### config.mk
export PLATFORM = sky130hd
export DESIGN_NAME = ovfc_top
export DESIGN_NICKNAME = d
export VERILOG_FILES = /design/src/inc/ovfc_pkg.sv /design/src/inc/ovfc_timer_if.sv /design/src/core/ovfc_retry_timer.sv /design/src/core/ovfc_top.sv
export VERILOG_INCLUDE_DIRS = /design/src /design/src/inc
export SDC_FILE = /design/constraint.sdc
export NUM_CORES = 1
export LEC_CHECK = 0
export ABC_AREA = 1
export BUFFER_PORTS_ARGS = -buffer_cell sky130_fd_sc_hd__buf_2
export CELL_PAD_IN_SITES_DETAIL_PLACEMENT = 0
export CELL_PAD_IN_SITES_GLOBAL_PLACEMENT = 1
export CORE_UTILIZATION = 45
export CTS_CLUSTER_DIAMETER = 150
export CTS_CLUSTER_SIZE = 24
export DETAILED_ROUTE_END_ITERATION = 10
export PLACE_DENSITY = 0.95
export SYNTH_ARGS = -nofsm -noshare
export SYNTH_HDL_FRONTEND = slang
export SYNTH_HIERARCHICAL = 1
export SYNTH_SLANG_ARGS = --single-unit
### constraint.sdc
create_clock -name clk -period 15.9 [get_ports clk]
set_input_delay 2.385 -clock clk [delete_from_list [all_inputs] [get_ports clk]]
set_output_delay 2.385 -clock clk [all_outputs]
set_load 0.02 [all_outputs]
### src/inc/ovfc_consts.svh
`ifndef OVFC_CONSTS_SVH
`define OVFC_CONSTS_SVH

// command codes
`define OVFC_CMD_OV_RESP     8'h41
`define OVFC_CMD_UV_LIMIT    8'h44
`define OVFC_CMD_STATUS      8'h7a
`define OVFC_CMD_CLEAR       8'h03

// reset values
`define OVFC_OV_RESP_RST     8'h80
`define OVFC_UV_LIMIT_RST    16'h0000

// response register fields
`define OVFC_BEHAV_HI        7
`define OVFC_BEHAV_LO        6
`define OVFC_RETRY_HI        5
`define OVFC_RETRY_LO        3
`define OVFC_BEHAV_RETRY     2'h2
`define OVFC_RETRY_NONE      3'h0
`define OVFC_RETRY_FOREVER   3'h7

// status register fields
`define OVFC_STAT_OV         0
`define OVFC_STAT_UV         1

// default undervoltage limit is strap * 17 / 20 (0.85)
`define OVFC_UV_NUM          21'h000011
`define OVFC_UV_DEN          21'h000014

// timing
`define OVFC_CLK_KHZ         50000
`define OVFC_RETRY_MS        70
`define OVFC_TMR_W           22

`endif

### src/inc/ovfc_pkg.sv
package ovfc_pkg;

  typedef enum logic [1:0] {
    ST_OFF,
    ST_RUN,
    ST_HOLD,
    ST_RETRY
  } ovfc_state_e;

  typedef logic [7:0]  ovfc_cmd_t;
  typedef logic [15:0] ovfc_word_t;

endpackage : ovfc_pkg

### src/inc/ovfc_timer_if.sv
`timescale 1ns/1ns
interface ovfc_timer_if;
  logic start;
  logic cancel;
  logic expired;

  modport ctl (output start, output cancel, input expired);
  modport tmr (input start, input cancel, output expired);
endinterface : ovfc_timer_if

### src/core/ovfc_retry_timer.sv
`timescale 1ns/1ns
`include "ovfc_consts.svh"
module ovfc_retry_timer #(
  parameter logic [`OVFC_TMR_W-1:0] CYCLES = `OVFC_TMR_W'(1)
) (
  input  wire logic  clk,
  input  wire logic  rstn,
  ovfc_timer_if.tmr  tif
);
  logic [`OVFC_TMR_W-1:0] count;
  logic                   running;
  logic                   done;

  assign done = running && (count == '0);

  always_ff @(posedge clk) begin
    if (!rstn || tif.cancel) begin
      running     <= 1'b0;
      count       <= '0;
      tif.expired <= 1'b0;
    end else if (tif.start) begin
      running     <= 1'b1;
      count       <= CYCLES - `OVFC_TMR_W'(1);
      tif.expired <= 1'b0;
    end else begin
      running     <= running && !done;
      count       <= done ? count : count - `OVFC_TMR_W'(running);
      tif.expired <= done;
    end
  end
endmodule : ovfc_retry_timer

### src/core/ovfc_top.sv
`timescale 1ns/1ns
`include "ovfc_consts.svh"
// Function
// - response register resets to 80h: shut down at once, no restart.
// - behaviour code 10 disables output and retries only for retry code 111.
// - an overvoltage fault drives the active-low alert output low.
// - faults set sticky status bits cleared only by the clear-faults command.
// - retry code 000 keeps output off until it is restarted.
// - with behaviour code 10, retry code 111 restarts after every fault, endlessly until commanded off.
// - restart interval fixed at 70 ms; low three bits do nothing.
// - undervoltage limit is unsigned 16 bits, volts = value times 2^-13.
// - undervoltage limit defaults to 0.85 times the strapped setpoint.
// - undervoltage detection masked while ramping, before power-good, or off.
module ovfc_top
  import ovfc_pkg::*;
#(
  parameter int unsigned RETRY_CYCLES = `OVFC_RETRY_MS * `OVFC_CLK_KHZ
) (
  input  wire logic        clk,
  input  wire logic        rstn,
  input  wire logic        cmd_valid,
  input  wire logic        cmd_write,
  input  wire ovfc_cmd_t   cmd_code,
  input  wire ovfc_word_t  cmd_wdata,
  input  wire logic        enable_req,
  input  wire logic        ov_detect,
  input  wire ovfc_word_t  vout_meas,
  input  wire ovfc_word_t  vout_strap,
  input  wire logic        ramping,
  input  wire logic        power_good,
  output ovfc_word_t       cmd_rdata,
  output logic             cmd_rvalid,
  output logic             out_enable,
  output logic             alert_out_n,
  output logic             ov_fault,
  output logic             uv_fault
);

  function automatic logic cmd_hit(input ovfc_cmd_t code,
                                   input ovfc_cmd_t target);
    cmd_hit = cmd_valid && (code == target);
  endfunction : cmd_hit

  logic [7:0]  ov_resp;
  ovfc_word_t  uv_limit;
  logic        strap_pending;
  ovfc_state_e state;
  ovfc_state_e next_state;
  logic        prev_ov;

  ovfc_timer_if tif ();

  ovfc_retry_timer #(
    .CYCLES (`OVFC_TMR_W'(RETRY_CYCLES))
  ) u_timer (
    .clk  (clk),
    .rstn (rstn),
    .tif  (tif)
  );

  // command decode
  wire wr_resp  = cmd_hit(cmd_code, `OVFC_CMD_OV_RESP) && cmd_write;
  wire wr_limit = cmd_hit(cmd_code, `OVFC_CMD_UV_LIMIT) && cmd_write;
  wire do_clear = cmd_hit(cmd_code, `OVFC_CMD_CLEAR) && cmd_write;
  wire rd_any   = cmd_valid && !cmd_write;

  // response fields
  wire [1:0] behav = ov_resp[`OVFC_BEHAV_HI:`OVFC_BEHAV_LO];
  wire [2:0] retry = ov_resp[`OVFC_RETRY_HI:`OVFC_RETRY_LO];
  wire retry_on    = (behav == `OVFC_BEHAV_RETRY) &&
                     (retry == `OVFC_RETRY_FOREVER);

  // default limit from the strapped setpoint
  wire [20:0] strap_prod   = {5'h00, vout_strap} * `OVFC_UV_NUM;
  wire [20:0] strap_scaled = strap_prod / `OVFC_UV_DEN;

  // fault detection
  wire ov_event = (state == ST_RUN) && ov_detect && !prev_ov;
  wire uv_mask  = ramping || !power_good || !out_enable;
  wire uv_event = !uv_mask && (vout_meas < uv_limit);

  // sticky flags, one slice per status bit
  wire [1:0] flag_event;
  wire [1:0] flag_now;
  wire [1:0] next_flag;
  assign flag_event[`OVFC_STAT_OV] = ov_event;
  assign flag_event[`OVFC_STAT_UV] = uv_event;
  assign flag_now[`OVFC_STAT_OV]   = ov_fault;
  assign flag_now[`OVFC_STAT_UV]   = uv_fault;

  // a new event wins over a clear in the same cycle
  genvar gi;
  for (gi = 0; gi < 2; gi++) begin : g_sticky
    assign next_flag[gi] = flag_event[gi] ||
                           (flag_now[gi] && !do_clear);
  end

  // read select
  wire rd_resp  = cmd_hit(cmd_code, `OVFC_CMD_OV_RESP);
  wire rd_limit = cmd_hit(cmd_code, `OVFC_CMD_UV_LIMIT);
  wire rd_stat  = cmd_hit(cmd_code, `OVFC_CMD_STATUS);
  wire ovfc_word_t status_word = {14'h0000, flag_now};
  wire ovfc_word_t rd_mux = rd_resp  ? {8'h00, ov_resp} :
                            rd_limit ? uv_limit :
                            rd_stat  ? status_word : 16'h0000;

  // next state
  // every response but disable-and-retry-forever parks in hold
  always_comb begin
    next_state = state;
    case (state)
      ST_OFF: begin
        if (enable_req) begin
          next_state = ST_RUN;
        end
      end
      ST_RUN: begin
        if (!enable_req) begin
          next_state = ST_OFF;
        end else if (ov_event) begin
          next_state = retry_on ? ST_RETRY : ST_HOLD;
        end
      end
      ST_HOLD: begin
        if (!enable_req) begin
          next_state = ST_OFF;
        end
      end
      ST_RETRY: begin
        if (!enable_req) begin
          next_state = ST_OFF;
        end else if (tif.expired) begin
          next_state = ST_RUN;
        end
      end
      default: begin
        next_state = ST_OFF;
      end
    endcase
  end

  // retry interval timer control
  // a cancel also drops a pending expiry so no stale restart follows
  assign tif.start  = (state == ST_RUN) && (next_state == ST_RETRY);
  assign tif.cancel = (state == ST_RETRY) && !enable_req;

  always_ff @(posedge clk) begin
    if (!rstn) begin
      state      <= ST_OFF;
      out_enable <= 1'b0;
    end else begin
      state      <= next_state;
      out_enable <= (next_state == ST_RUN);
    end
  end

  // previous comparator level: a held level must not trip twice
  always_ff @(posedge clk) begin
    if (!rstn) begin
      prev_ov <= 1'b0;
    end else begin
      prev_ov <= ov_detect;
    end
  end

  // configuration registers
  always_ff @(posedge clk) begin
    if (!rstn) begin
      ov_resp <= `OVFC_OV_RESP_RST;
    end else if (wr_resp) begin
      ov_resp <= cmd_wdata[7:0];
    end
  end

  // the strapped default lands one edge after reset; a write there wins
  always_ff @(posedge clk) begin
    if (!rstn) begin
      strap_pending <= 1'b1;
    end else begin
      strap_pending <= 1'b0;
    end
  end

  always_ff @(posedge clk) begin
    if (!rstn) begin
      uv_limit <= `OVFC_UV_LIMIT_RST;
    end else if (wr_limit) begin
      uv_limit <= cmd_wdata;
    end else if (strap_pending) begin
      uv_limit <= strap_scaled[15:0];
    end
  end

  // sticky status flags
  always_ff @(posedge clk) begin
    if (!rstn) begin
      ov_fault <= 1'b0;
      uv_fault <= 1'b0;
    end else begin
      ov_fault <= next_flag[`OVFC_STAT_OV];
      uv_fault <= next_flag[`OVFC_STAT_UV];
    end
  end

  // alert follows the flags as they will stand after this edge
  always_ff @(posedge clk) begin
    if (!rstn) begin
      alert_out_n <= 1'b1;
    end else begin
      alert_out_n <= !(|next_flag);
    end
  end

  // read data is zero whenever no read answer stands
  always_ff @(posedge clk) begin
    if (!rstn) begin
      cmd_rdata  <= 16'h0000;
      cmd_rvalid <= 1'b0;
    end else begin
      cmd_rdata  <= rd_any ? rd_mux : 16'h0000;
      cmd_rvalid <= rd_any;
    end
  end

endmodule : ovfc_top

# Yosys cells after proc, flatten, opt, wreduce, memory -nomap -nowiden
# Index checks and enable logic that the tools add are counted.
classes:
  add_sub_neg: 1
  mul: 1
  n_div: 1
  n_lt_le_gt_ge: 1
  n_eq_ne: 12
  muxes: 17
  bitwise_logic: 2
  n_reduce_logical: 40
ops:
  columns: ["operator", "count"]
  rows:
  - ["two-way mux 16 bit", 3]
  - ["two-way mux 22 bit", 2]
  - ["equality test 8 x 7 -> 1 bit (second input constant)", 3]
  - ["logical NOT 22 bit", 1]
  - ["subtractor 22 x 1 -> 22 bit", 1]
  - ["divider 21 x 5 -> 21 bit (second input constant)", 1]
  - ["multiplier 16 x 5 -> 21 bit (second input constant)", 1]
  - ["logical AND 1 bit", 18]
  - ["< comparator 16 bit", 1]
  - ["two-way mux 2 bit", 7]
  - ["logical NOT 1 bit", 10]
  - ["equality test 2 bit (second input constant)", 4]
  - ["equality test 8 x 2 -> 1 bit (second input constant)", 1]
  - ["two-way mux 8 bit", 1]
  - ["case mux 2 bit (4 select lines)", 1]
  - ["logical OR 1 bit", 5]
  - ["equality test 2 x 1 -> 1 bit (second input constant)", 2]
  - ["OR reduction 2 bit", 2]
  - ["equality test 3 bit (second input constant)", 1]
  - ["two-way mux 1 bit", 3]
  - ["OR reduction 3 bit", 1]
  - ["logical NOT 2 bit", 1]
  - ["!= test 2 bit (second input constant)", 1]
  - ["NOT 1 bit", 2]
  - ["2 further kinds", 2]
word_totals:
  ff_bits: 73
  input_bits: 64
  elab_cells: 91

# Logic depth before layout (Yosys ltp)
# Gate-level depths: netlist of the first run.
depth:
  ltp_word: 9
  depth_mapped: 82
  mapped_depth_nobuf: 82

# Cells and area by module
# The synthesis of the first run kept the hierarchy.
modules_own_cells:
  columns: ["module", "n_inst", "cells_per_inst", "area_each_um2", "seq_area_each_um2"]
  rows:
  - ["ovfc_top", 1, 711, 4568.1, 980.9]
  - ["ovfc_retry_timer", 1, 198, 1396.3, 480.5]

# Worst setup path after synthesis of the first run
# No wires, ideal clock.
synth_path:
  path_type: "input -> register"
  from: "in vout_strap[1]"
  to: "reg uv_limit[0]"
  arrival_ns: 8.506
  required_time_ns: 15.771
  setup_slack_ns: 7.265
  stages: 76
  path_buffers: 0
  cell_sequence: "ha_1 > ha_1 > fa_1 > nand2_1 > nand2_1 > nand3b_1 > nand2_2 > nand2_1 > nand2_1 > nand2_1 > nand3_1 > nand2_2 > nand3_2 > nand2_1 > nand2_2 > nand2_2 > nand2_2 > nand2_1 > (+40 left out) > nand2_4 > nand2_1 > nand3_2 > nand2_2 > nand2_2 > nand2_1 > nand2_2 > inv_1 > nand2_1 > nand2_2 > nand2_2 > and2_1 > nand3_1 > inv_1 > nor2_1 > nand3_1 > nand2_1 > a21oi_2"
synth_via:
  elab_chain_cells: 4
synth_rtl:
  columns: ["element", "line", "source"]
  rows:
  - ["start, declared", "ovfc_top.sv:28", "input wire ovfc_word_t vout_strap,"]
  - ["multiplier 16 x 5 -> 21 bit (no line)", null, null]
  - ["divider 21 x 5 -> 21 bit (no line)", null, null]
  - ["two-way mux 16 bit", "ovfc_top.sv:189", "end else if (strap_pending) begin"]
  - ["two-way mux 16 bit", "ovfc_top.sv:187", "end else if (wr_limit) begin"]
  - ["end signal, assigned", "ovfc_top.sv:186", "uv_limit <= `OVFC_UV_LIMIT_RST;"]
  - ["end signal, assigned", "ovfc_top.sv:188", "uv_limit <= cmd_wdata;"]
  - ["end signal, assigned", "ovfc_top.sv:190", "uv_limit <= strap_scaled[15:0];"]
  - ["end, declared", "ovfc_top.sv:45", "ovfc_word_t uv_limit;"]
# No other way between the ends. The select of a mux whose other input is x is not followed.
# A chain may end at the register's enable or synchronous reset.

# Worst setup path in the final report of the first run
layout_path:
  from: "in vout_strap[5]"
  to: "reg uv_limit[0]"
# The elaborated chain is that of the path after synthesis.

==> results of run 1 <==
-- metrics by stage --
| step | setup slack [ps] | cell area [sq um] |
|---|---|---|
| 4_1_cts | 6668 | 6865 |
| 3_5_place_dp | 6366 | 6543 |
| 5_1_grt | 5690 | 6865 |
| 2_1_floorplan | 7265 | 5964 |
| 6_report | 6679 | 6868 |
| 3_3_place_gp | 6482 | 6543 |
-- cells in the final DEF, fill, tap and decap left out, types with 7 or more instances in the layout --
master,synthesis,final
nand2_1,217,217
inv_1,117,117
nor2_1,92,92
buf_2,0,84
nand3_1,83,83
dfxtp_1,73,73
a21oi_1,45,45
nand2_2,42,42
ha_1,41,41
nand3_2,23,23
inv_2,17,17
o21ai_0,16,16
nand4_1,13,13
nor2_2,12,12
xnor2_1,11,11
a221oi_1,10,10
clkbuf_16,0,9
xor2_1,8,8
nor3_1,7,7
nand2_4,7,7
-- worst register-to-register path, stage by stage, from the launching register on --
cell and delay [ps]:
dfxtp_1 380, inv_1 50, nor2_1 120, inv_1 50, nor3_1 120, inv_1 100, nand2_1 80, nand2_1 70
nor2_1 120, clkinv_1 460, nand2_1 420, nor2_1 90
-- cell families (layout without fill, tap and decap cells) --
logic type | Yosys count | count (layout)
simple gates | 515 | 515
buf+inv | 152 | 242
compound gates | 105 | 105
flops | 73 | 73
fa+ha+maj | 42 | 42
xor+xnor | 22 | 22
other cells | 0 | 1
-- per-layer routing --
layer / vias up / wire [um] / global-route usage (%)
li1: 3134 / - / -
met1: 2534 / 7175 / 29.39
met4: 0 / 192 / 5.738
met3: 14 / 524 / 3.296
met5: - / 0 / 0
met2: 106 / 5948 / 34.60
-- state kept, by name, indices dropped and copies added (netlist names) --
signal and cells:
strap_pending 1, alert_out_n 1, u_timer/running 1, cmd_rvalid 1, uv_limit 16, out_enable 1
cmd_rdata 16, prev_ov 1, u_timer/count 22, state 2, ov_resp 8, uv_fault 1
u_timer/tif.expired 1, ov_fault 1
-- layout make-up --
type | instances | share of cell area, %
timing repair buffer | 86 | 6.340
clock inverter | 4 | 1.111
inverter | 140 | 7.652
tap | 172 | 3.134
antenna | 1 | 0.03644
multi-input combinational | 684 | 56.86
clock buffer | 12 | 3.589
sequential | 73 | 21.28
-- path summary, 6_finish.rpt --
| path | end | slack, ps | cells past startpoint |
|---|---|---|---|
| max | uv_limit[0]$_SDFFE_PN0P_ | 6680 | 75 |
| min | uv_limit[0]$_SDFFE_PN0P_ | 480 | 2 |
| min reg2reg | uv_limit[0]$_SDFFE_PN0P_ | 480 | 2 |
| max reg2reg | u_timer/count[12]$_SDFFE_PP0P_ | 13720 | 11 |
==> impl_metrics.toml, run 1 <==
[synth]
ys_ff_latch = 73
synth_top_family_by_area = "simple AND/OR/NAND/NOR gates"
post_synth_mux_area_share_pct = 0
postSynth.asyncResetShare_pct = 0
synth_xor_area_share_pct = 3.818
synthesis.nets = 1015
library_cell_with_the_highest_instance_count_after_synthesis = "nand2_1"
synthDominantCellAreaShare_pct = 24.50
synthDistinctLibCells = 49
synth_adder_area_share_pct = 8.936
ys_top_cells_by_area = "dfxtp_1 (25%), nand2_1 (14%), ha_1 (8.6%)"
number_of_enable_flip_flop_cells_after_synthesis = 0
synth.top_cells.by_count = "nand2_1 (217), inv_1 (117), nor2_1 (92)"
synthSimpleGateAreaFrac_pct = 41.89
synth_compound_gate_area_share_pct = 10.82
synthesis.area_per_instance_sq_um = 6.562
synth.yosys.seq_area_share_pct = 24.50
post_synth_instance_area_sq_um = 5964
synth_top_flop_cell = "dfxtp_1"
synthCells = 909
post-synth-top-area-cell = "dfxtp_1"
yosys_warnings = 6

[critical_path]
reg2reg_from = "state[0]$_SDFF_PN0_"
timing.critical_path.arrival_ps = 9410
critical_path_startpoint_category = "primary input"
critical_path_buf_inv_count = 5
worstPathRequired_ps = 16090
crit_path_max_fanout = 5
crit_start = "vout_strap[5]"
critPathMaxStageDelay_ps = 400
worstSetupPathType = "primary input to register"
most_frequent_cell_on_critical_path = "nand2_2"
crit_family = "simple AND/OR/NAND/NOR gates"
cp-end-kind = "register"
cp_slowest_cell = "fa_1"

[routing]
wl_per_cell_um = 11.81
drtIter0Drc = 302
via_density = 4.939
drc_errors = 0
first_pass_detailed_route_iteration_total = 5
detailroute.via_count = 5788
totalWireLength_um = 13840
drt.antenna.violating_nets = 0

[clock_network]
cts.htree.levels = 3
total_of_hold_buffers_inserted_after_clock_tree_synthesis = 0
cts-root-buf = "clkbuf_16"
numCtsBuffers = 9
clock-sinks = 73
path_clk_slew_ps = 60
clock_latency_ps = 330
post_cts.resized_instances = 0
cts_setup_buffers = 0
ctsLongestPathBuffers = 2
clock_tree_from_tritoncts = "yes"

[timing]
fmax_achieved_mhz = 108.4
timing.setup.tns_ps = 0
final_setup_violation_count = 0
finalClockSkew_ps = 6.455
setup_repair_after_global_routing_missed_its_margin = "false"
post-route-period-util_pct = 58.00
hold_worst_slack_ps = 482.4
post-route-min-period_ps = 9221
hold_fails_final_rpt = 0
finalMaxSlewViolations = 0
worst_slew_margin_rel_pct = 39.18
worst_pin_slew_ps = 909.0

[floorplan]
die_y_um = 117.1
floorplan.initialDensity_pct = 46.69
number_of_cell_rows = 41
placeableCoreArea_sq_um = 12770
die_area_sq_um = 13720
io_pins = 85
die-width_um = 117.1

[global_routing]
globalRouteTotalUtil_pct = 21.32
grt_antenna_before_repair = 1
gr-total-overflow = 0
grt_first_pass_wirelength_um = 23200
via_count_of_the_first_global_routing_pass = 5214
grt_start_max_net_pins = 24

[finish]
filler_cell_count = 1280
post_route_cells_drive_above_1_share_pct = 21.82
footprint_of_the_multi_input_gates_sq_um = 3905
fin_nets = 1100
fin_cells = 1172
finalCoreUtilization_pct = 53.77
register_area_sq_um = 1461
syn_to_final_growth_pct = 15.15

[run_status]
status = "finished clean"

[placed_design]
dp_hpwl_um = 11170
io_buffer_count = 84
count_of_placed_standard_cells_including_taps = 1155
place_congestion = 0.8837

[hold_path]
min-delay-start = "uv_limit[0]$_SDFFE_PN0P_"
hold_class = "register to register"

[run]
maxCapViolations = 0
Power of run 1 is left out: the tool's default activity adds up to more than one toggle a clock period on the data nets, which glitch-free logic cannot reach.
==> run 2, diff against run 1 <==
--- a/config.mk
+++ b/config.mk
@@ -10,11 +10,11 @@
 export BUFFER_PORTS_ARGS = -buffer_cell sky130_fd_sc_hd__buf_2
 export CELL_PAD_IN_SITES_DETAIL_PLACEMENT = 0
 export CELL_PAD_IN_SITES_GLOBAL_PLACEMENT = 1
-export CORE_UTILIZATION = 45
+export CORE_UTILIZATION = 37
 export CTS_CLUSTER_DIAMETER = 150
 export CTS_CLUSTER_SIZE = 24
 export DETAILED_ROUTE_END_ITERATION = 10
-export PLACE_DENSITY = 0.95
+export PLACE_DENSITY = 0.86
 export SYNTH_ARGS = -nofsm -noshare
 export SYNTH_HDL_FRONTEND = slang
 export SYNTH_HIERARCHICAL = 1
==> constraint.sdc (replaced) <==
create_clock -name clk -period 8.2 [get_ports clk]
set_input_delay 1.23 -clock clk [delete_from_list [all_inputs] [get_ports clk]]
set_output_delay 1.23 -clock clk [all_outputs]
set_load 0.02 [all_outputs]
==> run 2 against run 1 <==
Compared with the run above:
- clock skew is 1.9 ps lower
- final area grew 14%
- worst setup slack got worse by 6400 ps
- clock-buffer cell count unchanged
- worst hold slack worse by 4.4 ps
- sequential share of layout area is 2.5 points lower
- wire length increased by 15%
- first-iteration DRC count grew 9.3%
- core utilization fell by 4.5 points
- critical path depth is 4 lower
- non-clock buffer count grew 30
- cell count is 6.2% higher
- critical endpoint unchanged
- largest cell class unchanged
==> impl_metrics.toml, run 2 (synthesis gave the netlist of run 1 again) <==
[clock_network]
clock-sinks = 73
clock_latency_ps = 340
cts-root-buf = "clkbuf_16"
ctsLongestPathBuffers = 2
path_clk_slew_ps = 60
cts.htree.levels = 3
total_of_hold_buffers_inserted_after_clock_tree_synthesis = 0
numCtsBuffers = 9
clock_tree_from_tritoncts = "yes"

[critical_path]
worstPathRequired_ps = 8390
crit_family = "simple AND/OR/NAND/NOR gates"
timing.critical_path.arrival_ps = 8140
critPathMaxStageDelay_ps = 380
critical_path.reg2reg.endpoint = "u_timer/count[11]$_SDFFE_PP0P_"
cp-end-kind = "register"
critical_path_startpoint_category = "primary input"
worstRegToRegCells = 11
worstSetupPathType = "primary input to register"
most_frequent_cell_on_critical_path = "nand2_4"
cp_slowest_cell = "fa_2"
critical_path_buf_inv_count = 5
reg2reg_setup_slack_ps = 6000
cp.depth = 71
crit_start = "vout_strap[1]"
reg2reg_from = "state[0]$_SDFF_PN0_"
worst_setup_path_endpoint = "uv_limit[0]$_SDFFE_PN0P_"
crit_path_max_fanout = 5

[timing]
timing.setup.tns_ps = 0
setup_repair_after_global_routing_missed_its_margin = "true"
hold_fails_final_rpt = 0
worst_slew_margin_rel_pct = 29.82
worst_pin_slew_ps = 1049
finalClockSkew_ps = 4.532
fmax_achieved_mhz = 125.9
post-route-min-period_ps = 7943
post-route-period-util_pct = 96.87
hold_worst_slack_ps = 478.0
final_setup_violation_count = 0
finalMaxSlewViolations = 0

[floorplan]
die-width_um = 129.0
floorplan.initialDensity_pct = 37.68
die_y_um = 129.0
die_area_sq_um = 16630
io_pins = 85
placeableCoreArea_sq_um = 15830
number_of_cell_rows = 46

[finish]
post_route_cells_drive_above_1_share_pct = 31.68
biggestRegsByFlops = "u_timer/count (22), cmd_rdata (16), uv_limit (16)"
layout.cells.most_common = "nand2_1"
syn_to_final_growth_pct = 30.80
largest-register = "u_timer/count"
final_cell_mix = "nand2_1 (180), inv_1 (116), nor2_1 (91), buf_2 (83), dfxtp_1 (73)"
fin_nets = 1130
fin_cells = 1245
largest_register_ffs = 22
antennaDiodeCount = 0

[routing]
drt.antenna.violating_nets = 0
wl_per_cell_um = 12.73
drtIter0Drc = 330
via_density = 4.887
first_pass_detailed_route_iteration_total = 5
detailroute.via_count = 6084
drc_errors = 0
totalWireLength_um = 15850

[global_routing]
grt_start_max_net_pins = 24
grt_antenna_before_repair = 1
grt_first_pass_wirelength_um = 24300
gr-total-overflow = 0
via_count_of_the_first_global_routing_pass = 5173
globalRouteTotalUtil_pct = 18.17

[placed_design]
dp_hpwl_um = 11600
count_of_placed_standard_cells_including_taps = 1200
place_congestion = 0.8697
io_buffer_count = 84

[hold_path]
hold_class = "register to register"

[run]
maxCapViolations = 0

[run_status]
status = "finished clean"
-- run 2: cell count changes in the layout (fill, tap and decap cells not counted), moves of 13 or more --
cell     before  now
nand2_1     217  180
buf_4         2   32
nand2_4       7   33
ha_1         41   25
ha_4          0   16
nand3_1      83   70
-- run 2: worst min path at each step --
stage	cells after the start	endpoint	start
global placement	2	cmd_rdata[9]$_SDFF_PP0_	uv_limit[9]$_SDFFE_PN0P_
floorplan	2	cmd_rdata[15]$_SDFF_PP0_	uv_limit[15]$_SDFFE_PN0P_
finish	2	uv_limit[0]$_SDFFE_PN0P_	uv_limit[0]$_SDFFE_PN0P_
detailed placement	2	uv_limit[0]$_SDFFE_PN0P_	uv_limit[0]$_SDFFE_PN0P_
global route	2	uv_limit[15]$_SDFFE_PN0P_	uv_limit[15]$_SDFFE_PN0P_
CTS	2	uv_limit[0]$_SDFFE_PN0P_	uv_limit[0]$_SDFFE_PN0P_
-- run 2: layer usage --
metal	track usage, %	part of all wire, %	up-vias
met5	0	0.082	-
met3	1.497	3.1	16
met2	28.49	45	141
met1	26.05	50	2742
met4	6.228	1.4	2
li1	-	-	3183
-- run 2: through the flow --
stage          area (sq um)  utilization (%)  setup WS, ps
2_1_floorplan          5964                -         720.2
3_3_place_gp           6605            41.73        -21.61
3_5_place_dp           6605            41.73        -194.1
4_1_cts                6922            43.73         136.8
5_1_grt                7801            49.29        -265.8
6_report               7801            49.29         257.1
-- run 2: what timing repair did --
action                                  in CTS  in global routing
gates resized for setup                      0                125
endpoints found under the setup margin       0                  3
buffers inserted                             0                 29
-- run 2: area by class of cell --
type / instances / area, sq um
Clock inverter: 4 / 50.05
Tap cell: 216 / 270.3
Sequential cell: 73 / 1461
Inverter: 140 / 525.5
Timing Repair Buffer: 116 / 663.1
Multi-Input combinational cell: 684 / 4564
Fill cell: 1558 / 8026
Clock buffer: 12 / 266.5
-- run 2: worst reg2reg max path, cell delays in order, from the launching register on --
cell      delay, ps
dfxtp_1         380
inv_1            50
nor2_1          110
inv_1            60
nor3_1          130
inv_1           110
nand2_1          90
nand2_1          80
nor2_1          110
clkinv_1        440
nand2_1         430
nor2_1           90
Power of run 2 is left out for the same reason.
